==> src/sesc_pkg.sv <==
// How it works
// each implemented severity bit chooses the message, 0 for nonfatal and 1 for fatal.
// the system-error-seen (12) and address-parity (9) severity bits leave reset set.
// parity-error-seen (11) and delayed-drop expiry (10) levels are writable, reset to 0.
// data-parity (7), initiator-abort (3) and responder-abort (2) levels are writable, reset 0.
// the levels of PCI-X-only classes are plain storage and steer nothing.
// the split responder abort level (bit 0) is read-only and steers nothing.
// severity bits 31:14 ignore writes and read as zero.
// severity bit 4 ignores writes and reads as zero.
// writable levels return to defaults on fundamental, global-pin or power-on reset.
// a read-only five-bit first fault pointer holds the status position of the first error.
// bits 31:5 of the capability and control register ignore writes and read as zero.
// the capability and control register sits at 138h, is read-only and resets to zero.
// the first fault pointer clears to zero on fundamental, global-pin or power-on reset.
// a status bit is cleared by software only by writing a one to its position.
// status class 12 is set by system error seen on the secondary bus, graded by level 12.
// the pointer captures only when an error arrives while no status bit is still set.
package sesc_pkg;

  ////////////////////////////////////////////////////////////////////////////
  // extended configuration offsets (byte addresses)
  localparam logic [11:0] SESC_OFS_STATUS   = 12'h12C;
  localparam logic [11:0] SESC_OFS_SEVERITY = 12'h134;
  localparam logic [11:0] SESC_OFS_CAPCTL   = 12'h138;

  ////////////////////////////////////////////////////////////////////////////
  // widths and field positions
  localparam int          SESC_CLASS_W      = 14;
  localparam int          SESC_PTR_W        = 5;
  localparam int          SESC_SYNC_STAGES  = 3;
  localparam int          SESC_BIT_SYS_ERR  = 12;
  localparam int          SESC_BIT_ADDR_PAR = 9;
  localparam int          SESC_BIT_RSVD     = 4;
  localparam int          SESC_BIT_SPLIT_RA = 0;

  ////////////////////////////////////////////////////////////////////////////
  // reset values and masks
  localparam logic [31:0] SESC_SEV_RESET    = 32'h0000_1340;
  localparam logic [31:0] SESC_SEV_WR_MASK  = 32'h0000_3FEE;
  localparam logic [13:0] SESC_STAT_MASK    = 14'h1E8C;
  localparam logic [13:0] SESC_STAT_RESET   = 14'h0000;
  localparam logic [4:0]  SESC_PTR_RESET    = 5'h00;
  localparam logic [31:0] SESC_CAP_RESET    = 32'h0000_0000;
  localparam logic [31:0] SESC_RDATA_RESET  = 32'h0000_0000;

endpackage

==> src/sesc_first_ptr.sv <==
`timescale 1ns/1ps
module sesc_first_ptr #(
  parameter int CLASS_W = 14,
  parameter int PTR_W   = 5
) (
  // clock and reset
  input  wire logic               clk_sys_i,
  input  wire logic               dom_rst_i,
  // error events and status view
  input  wire logic [CLASS_W-1:0] event_i,
  input  wire logic               status_held_i,
  // pointer
  output logic      [PTR_W-1:0]   ptr_o
);

  logic [PTR_W-1:0] ptr;
  logic [PTR_W-1:0] next_ptr;
  logic [PTR_W-1:0] enc;

  // lowest position wins when classes arrive together
  always_comb begin
    enc = sesc_pkg::SESC_PTR_RESET;
    for (int i = CLASS_W - 1; i >= 0; i--) begin
      if (event_i[i]) begin
        enc = PTR_W'(i);
      end
    end
    next_ptr = ptr;
    if (|event_i && !status_held_i) begin
      next_ptr = enc;
    end
  end

  always_ff @(posedge clk_sys_i) begin
    if (dom_rst_i) begin
      ptr <= sesc_pkg::SESC_PTR_RESET;
    end else begin
      ptr <= next_ptr;
    end
  end

  assign ptr_o = ptr;

endmodule // sesc_first_ptr

==> src/sesc_pin_sync.sv <==
`timescale 1ns/1ps
module sesc_pin_sync (
  // clock and reset
  input  wire logic clk_sys_i,
  input  wire logic rst_n_i,
  // pin in, filtered level out
  input  wire logic pin_i,
  output logic      level_o
);

  logic [2:0] stage;
  logic [2:0] next_stage;
  logic       level;
  logic       next_level;

  // stage[0] feeds stage[1] only; the filter looks at stages 1 and 2
  always_comb begin
    next_stage = {stage[1:0], pin_i};
    next_level = (stage[1] == stage[2]) ? stage[2] : level;
  end

  always_ff @(posedge clk_sys_i) begin
    if (!rst_n_i) begin
      stage <= 3'h7;
      level <= 1'b1;
    end else begin
      stage <= next_stage;
      level <= next_level;
    end
  end

  assign level_o = level;

endmodule // sesc_pin_sync

==> src/sesc_top.sv <==
`timescale 1ns/1ps
module sesc_top (
  // clock and power-on reset
  input  wire logic        clk_sys_i,
  input  wire logic        rst_n_i,
  // reset pins from outside
  input  wire logic        fundamental_reset_n_i,
  input  wire logic        global_reset_pin_n_i,
  // extended configuration access
  input  wire logic [11:0] cfg_addr_i,
  input  wire logic        cfg_wr_i,
  input  wire logic        cfg_rd_i,
  input  wire logic [3:0]  cfg_be_i,
  input  wire logic [31:0] cfg_wdata_i,
  output logic      [31:0] cfg_rdata_o,
  output logic             cfg_rvalid_o,
  // secondary bus error events
  input  wire logic [13:0] err_event_i,
  // upstream message requests
  output logic             err_fatal_o,
  output logic             err_nonfatal_o
);

  ////////////////////////////////////////////////////////////////////////////
  // reset merge

  logic perst_level;
  logic global_reset_pin_level;
  logic dom_rst;

  sesc_pin_sync u_perst_sync (
    .clk_sys_i (clk_sys_i),
    .rst_n_i   (rst_n_i),
    .pin_i     (fundamental_reset_n_i),
    .level_o   (perst_level)
  );

  sesc_pin_sync u_global_reset_pin_sync (
    .clk_sys_i (clk_sys_i),
    .rst_n_i   (rst_n_i),
    .pin_i     (global_reset_pin_n_i),
    .level_o   (global_reset_pin_level)
  );

  // any of the three resets clears the block
  assign dom_rst = !rst_n_i || !perst_level || !global_reset_pin_level;

  ////////////////////////////////////////////////////////////////////////////
  // access decode

  logic [31:0] byte_mask;
  logic        hit_status;
  logic        hit_sev;
  logic        hit_cap;
  logic [31:0] wr_bits;

  always_comb begin
    for (int b = 0; b < 4; b++) begin
      byte_mask[b*8 +: 8] = {8{cfg_be_i[b]}};
    end
    hit_status = 1'b0;
    hit_sev    = 1'b0;
    hit_cap    = 1'b0;
    if (cfg_addr_i == sesc_pkg::SESC_OFS_STATUS) begin
      hit_status = 1'b1;
    end else if (cfg_addr_i == sesc_pkg::SESC_OFS_SEVERITY) begin
      hit_sev = 1'b1;
    end else if (cfg_addr_i == sesc_pkg::SESC_OFS_CAPCTL) begin
      hit_cap = 1'b1;
    end
    wr_bits = cfg_wdata_i & byte_mask;
  end

  ////////////////////////////////////////////////////////////////////////////
  // severity levels

  logic [31:0] sev;
  logic [31:0] next_sev;
  logic [31:0] sev_wmask;

  always_comb begin
    // reserved, bit 4 and bit 0 never take a write
    sev_wmask = byte_mask & sesc_pkg::SESC_SEV_WR_MASK;
    next_sev  = sev;
    if (cfg_wr_i && hit_sev) begin
      next_sev = (sev & ~sev_wmask) | (cfg_wdata_i & sev_wmask);
    end
  end

  always_ff @(posedge clk_sys_i) begin
    if (dom_rst) begin
      sev <= sesc_pkg::SESC_SEV_RESET;
    end else begin
      sev <= next_sev;
    end
  end

  ////////////////////////////////////////////////////////////////////////////
  // status and event grading

  logic [13:0] status;
  logic [13:0] next_status;
  logic [13:0] ev;
  logic [13:0] clr;
  logic        fatal_hit;
  logic        nonfatal_hit;
  logic        next_fatal;
  logic        next_nonfatal;
  logic        fatal_q;
  logic        nonfatal_q;

  always_comb begin
    // PCI-X classes are masked here, so their levels stay inert
    ev  = err_event_i & sesc_pkg::SESC_STAT_MASK;
    clr = '0;
    if (cfg_wr_i && hit_status) begin
      clr = wr_bits[13:0];
    end
    // a new event beats a clear in the same cycle
    next_status  = (status & ~clr) | ev;
    fatal_hit    = |(ev & sev[13:0]);
    nonfatal_hit = |(ev & ~sev[13:0]);
    next_fatal    = fatal_hit;
    next_nonfatal = nonfatal_hit;
  end

  always_ff @(posedge clk_sys_i) begin
    if (dom_rst) begin
      status     <= sesc_pkg::SESC_STAT_RESET;
      fatal_q    <= 1'b0;
      nonfatal_q <= 1'b0;
    end else begin
      status     <= next_status;
      fatal_q    <= next_fatal;
      nonfatal_q <= next_nonfatal;
    end
  end

  assign err_fatal_o    = fatal_q;
  assign err_nonfatal_o = nonfatal_q;

  ////////////////////////////////////////////////////////////////////////////
  // first fault pointer

  logic [4:0] first_fault_pointer;
  logic       status_held;

  // a status bit cleared this cycle no longer blocks capture
  assign status_held = |(status & ~clr);

  sesc_first_ptr #(
    .CLASS_W (sesc_pkg::SESC_CLASS_W),
    .PTR_W   (sesc_pkg::SESC_PTR_W)
  ) u_first_ptr (
    .clk_sys_i     (clk_sys_i),
    .dom_rst_i     (dom_rst),
    .event_i       (ev),
    .status_held_i (status_held),
    .ptr_o         (first_fault_pointer)
  );

  ////////////////////////////////////////////////////////////////////////////
  // read path

  logic [31:0] rdata;
  logic [31:0] next_rdata;
  logic        rvalid;
  logic        next_rvalid;

  always_comb begin
    next_rdata  = sesc_pkg::SESC_RDATA_RESET;
    next_rvalid = cfg_rd_i;
    if (cfg_rd_i) begin
      if (hit_status) begin
        next_rdata = {18'h00000, status};
      end else if (hit_sev) begin
        next_rdata = sev & sesc_pkg::SESC_SEV_WR_MASK;
      end else if (hit_cap) begin
        next_rdata = {27'h0000000, first_fault_pointer};
      end
    end
  end

  always_ff @(posedge clk_sys_i) begin
    if (dom_rst) begin
      rdata  <= sesc_pkg::SESC_RDATA_RESET;
      rvalid <= 1'b0;
    end else begin
      rdata  <= next_rdata;
      rvalid <= next_rvalid;
    end
  end

  assign cfg_rdata_o  = rdata;
  assign cfg_rvalid_o = rvalid;
endmodule // sesc_top

==> config.mk <==
export PLATFORM = sky130hd
export DESIGN_NAME = sesc_top
export DESIGN_NICKNAME = d
export VERILOG_FILES = /design/src/sesc_pkg.sv /design/src/sesc_first_ptr.sv /design/src/sesc_pin_sync.sv /design/src/sesc_top.sv
export SDC_FILE = /design/constraint.sdc
export NUM_CORES = 1
export LEC_CHECK = 0
export CORE_ASPECT_RATIO = 0.6
export CORE_MARGIN = 4
export CORE_UTILIZATION = 57
export DETAILED_ROUTE_END_ITERATION = 8
export DONT_BUFFER_PORTS = 1
export HOLD_SLACK_MARGIN = 0.05
export PLACE_DENSITY = 0.7
export RECOVER_POWER = 100
export SLEW_MARGIN = 15
export SYNTH_ARGS = -nofsm -noshare
export SYNTH_HDL_FRONTEND = slang
export SYNTH_SLANG_ARGS = --single-unit
==> constraint.sdc <==
create_clock -name clk_sys_i -period 5.4 [get_ports clk_sys_i]
set_input_delay 0.54 -clock clk_sys_i [delete_from_list [all_inputs] [get_ports clk_sys_i]]
set_output_delay 0.54 -clock clk_sys_i [all_outputs]
set_load 0.01 [all_outputs]
==> results.md <==
- The chip width is 91.9 um.
- The library cell used most frequently in the layout, excluding fill and tap cells, is dfxtp_1.
- The flop-to-flop setup slack is 2.88 ns.
- The multiplexer area fraction after synthesis is 6.66%.
- CTS saw 55 sinks.
- Setup repair after global routing left no endpoint under its margin.
- Of the total synthesized cell area, the portion taken by full adders, half adders and majority gates is 0%.
- Before CTS, the worst setup slack after placement is 2.30 ns.
- Across every metal layer, demand over resource in global routing totals 21.0%.
- The count of yosys warnings during synthesis is 0.
- Across the run, the number of max-cap violations was 3.
- Counting flops with a built-in enable in the synthesized netlist gives 0.
- The count of antenna-violating nets left after detailed routing is 0.
- The largest net degree at the start of global routing is 22.
- In this run the standard cell core region covers 3870 um^2.
- Leaving out fill and tap cells, the most frequent cells in the layout are 55 x dfxtp_1, 33 x nor2_1, 18 x nand2_1, 18 x conb_1, 16 x mux2i_1.
- The number of antenna cells inserted is 0.
- The via total after detailed routing is 1,858.
- Per report_power, the sequential group accounts for 62.3% of the total.
- The layout overhead on the synthesized area is 0.520%.
- In this run, synthesis produced a sequential element count of 55.
- For this run, the leading register cell type out of synthesis is dfxtp_1.
- The clock transition at the registers of the reported paths is 0.09 ns.
- In this run the critical register-to-register path is captured at u_first_ptr.ptr_o[2]$_SDFFE_PP0P_.
- The overall die height is 58.3 um.
- The initial utilization of the core area, before any placement, comes to 62.2%.
- The share of final-layout standard cells stronger than drive strength 1 is 5.00%.
- The critical path in this run is classified as in2reg.
- The final layout net count is 328.
- The initial antenna violation count is 0.
- The later pin in the worst-skew pair is clocked with a latency of 0.30 ns.
- STA puts the critical path data arrival time at 3.85 ns.
- Hold repair after CTS inserted 0 buffers.
- Synthesis produced a netlist whose cell count is 264.
- The placement row count is 17.
- The synthesized-area fraction occupied by ao, oa, aoi and oai cells is 14.7%.
- The depth of the worst hold-timing path is 1.
- The die covers 5360 um^2.
- The number of global-route vias before repair is 1,647.
- STA classifies the critical path endpoint as a register.
- Global routing finished with a remaining overflow of 0.
- The tightest min-delay check is of the in2reg type.
- The setup TNS is 0 ns.
- The H-tree was split into 2 levels.
- The most critical setup path has its startpoint at cfg_addr_i[9].
- The total wire length is 5.49 mm.
- After synthesis, the largest family of logic cells by area is simple AND/OR/NAND/NOR gates.
- The remaining max-slew budget at the tightest pin is -21.5%.
- The origin of the critical flop-to-flop path is status[9]$_SDFF_PP0_.
- The path with the worst hold slack has its endpoint at u_perst_sync.stage[0]$_SDFF_PN1_.
- The synthesized netlist devotes 0% of its cell area to XOR and XNOR gates.
- The worst path uses 68.9% of the clock period.
- The I/O pin count is 103.
- The largest vdd supply drop is 154 uV.
- The cell area that synthesis handed to floorplanning was 2410 um^2.
- The first detailed-routing pass took 5 iterations.
- After detailed routing, the average wire length per cell comes to 17.3 um.
- Buffers inserted during clock tree synthesis total 5.
- The wire length of the first global-routing pass is 8.67 mm.
- The sequential cells in the finished layout cover a total of 1100 um^2.
- Summed over all nets, the half-perimeter wirelength after detailed placement is 4.12 mm.
- Subtracting the final worst setup slack from the clock period gives 3.72 ns.
- The flow ran to the end, but the final reports show violations.
- The number of remaining DRC errors is 0.
- The via density per instance is 5.86.
- After synthesis, flip-flops and latches occupy 45.8% of the total area.
- The required time of the worst setup path is 5.53 ns.
- The pin slew with the least headroom to its limit is 1.81 ns.
- The count of cells along the worst register-to-register path is 5.
- TritonCTS built the clock tree.
- The tightest hold path in the finished design has a slack of 0.309 ns.
- The final reports fail on capacitance limit, slew limit.
- The fraction of power spent switching nets is 23.2%.
- The setup slack of the critical path after layout is 1.68 ns.
- The share of power burned in combinational logic is 5.6%.
- The post-route non-filler standard cell count is 317.
- The post-synthesis share of cell area spent on and, or, nand and nor gates is 23.3%.
- Timing would allow up to 269 MHz.
- The number of distinct library cells after synthesis is 43.
- Once the clock tree was built, the resizer swapped 0 gates to a different size.
- The static power due to leakage is 0.870 nW.
- The number of buffers between clock root and the deepest sink is 2.
- In the final layout, the multi-input gates occupy 1110 um^2.
- For this design the total switching power over the nets is 0.000156 W.
- The cell count after placement is 310.
- After the first detailed-routing iteration, the DRC count stood at 235.
- The worst hold path startpoint is rst_n_i.
- The share of async-settable or async-resettable flops after synthesis is 0%.
- The clock network fraction of total power is 32.1%.
- In this run the worst path has a maximum fanout of 6.
- The hold violation total from the final report was 0.
- During placement, the flow inserted port buffers numbering 0.
- Fill cells in the final layout number 347.
- The worst setup path is launched from a primary input.
- The clock tree root driver cell is clkbuf_8.
- The post-CTS setup-driven buffer insertion count is 0.
- The power density over the cells is 278 nW/um^2.
- The design internal power is 0.000516 W.
- The final-report max-slew violation count is 26.
- The number of failing setup endpoints in the final timing report is 0.
- The clock tree skew after final layout is 0.00969 ns.
- The post-synthesis average cell area is 9.11 um^2.
- Routability-driven placement finished with a final weighted congestion of 0.883.
-- worst max-delay path, cell delays in order --
cell and delay, ns:
or4b_1 0.61, or4_1 0.70, a221oi_2 0.37, nand4_1 0.13, a2111oi_0 1.29, mux2i_1 0.19
-- metrics by stage --
stage / area (um^2) / utilization [%] / power [W]
after floorplan: 2470 / - / 0.000472
after global placement: 2370 / 61.3 / 0.000467
after detailed placement: 2370 / 61.3 / 0.000467
after CTS: 2460 / 63.4 / 0.000678
after global routing: 2420 / 62.5 / 0.000699
final: 2420 / 62.5 / 0.000672
-- worst max path at each step --
stage / to / cells after the start
3_3_place_gp: register / 6
4_1_cts: register / 6
3_5_place_dp: register / 6
5_1_grt: u_first_ptr.ptr_o[2]$_SDFFE_PP0P_ / 6
2_1_floorplan: u_first_ptr.ptr_o[0]$_SDFFE_PP0P_ / 6
6_report: u_first_ptr.ptr_o[2]$_SDFFE_PP0P_ / 6
-- power groups by stage --
stage	registers (W)	clock network (W)	logic, W
2_1_floorplan	0.000426	0	0.0000451
3_3_place_gp	0.000428	0	0.0000388
3_5_place_dp	0.000428	0	0.0000392
4_1_cts	0.000418	0.000220	0.0000394
5_1_grt	0.000419	0.000237	0.0000425
6_report	0.000419	0.000216	0.0000376
-- area by class of cell --
type / count / area share (%)
Sequential cell: 55 / 45.5
Clock buffer: 5 / 2.85
Inverter: 14 / 2.17
Clock inverter: 2 / 0.569
Tap cell: 57 / 2.95
Multi-Input combinational cell: 184 / 45.9
-- cell usage after synthesis, types with 2 or more instances --
library cell | number | share of area (%)
nor3_1 | 3 | 0.62
o22ai_1 | 2 | 0.52
a222oi_1 | 4 | 1.7
and4b_2 | 2 | 0.94
a22oi_1 | 15 | 4.7
clkbuf_1 | 9 | 1.4
nand2b_1 | 8 | 2.1
nor4b_1 | 2 | 0.73
nor3b_1 | 2 | 0.62
a21oi_1 | 12 | 2.5
dfxtp_1 | 55 | 46
or4b_4 | 2 | 1.1
o21ai_0 | 7 | 1.5
o21ai_1 | 2 | 0.42
inv_1 | 14 | 2.2
nand4_1 | 8 | 2.1
nand3_1 | 2 | 0.42
and3_1 | 5 | 1.3
mux2i_1 | 16 | 6.7
or4_1 | 5 | 1.6
buf_4 | 18 | 5.6
nand2_1 | 18 | 2.8
nor2_1 | 33 | 5.1
-- layer usage --
layer	vias up	track usage [%]	wire, um
met5	-	0	0
met4	0	5.07	35
met3	5	7.79	821
met2	113	28.2	2050
met1	836	31.5	2580
li1	904	-	-
-- cells by family after synthesis --
logic type	Yosys count
AND/OR/NAND/NOR	101
flip-flops	55
multiplexers	16
AO/OA/AOI/OAI	49
other	1
buffers and inverters	42
No activity file was read; power rests on OpenSTA's default activity.
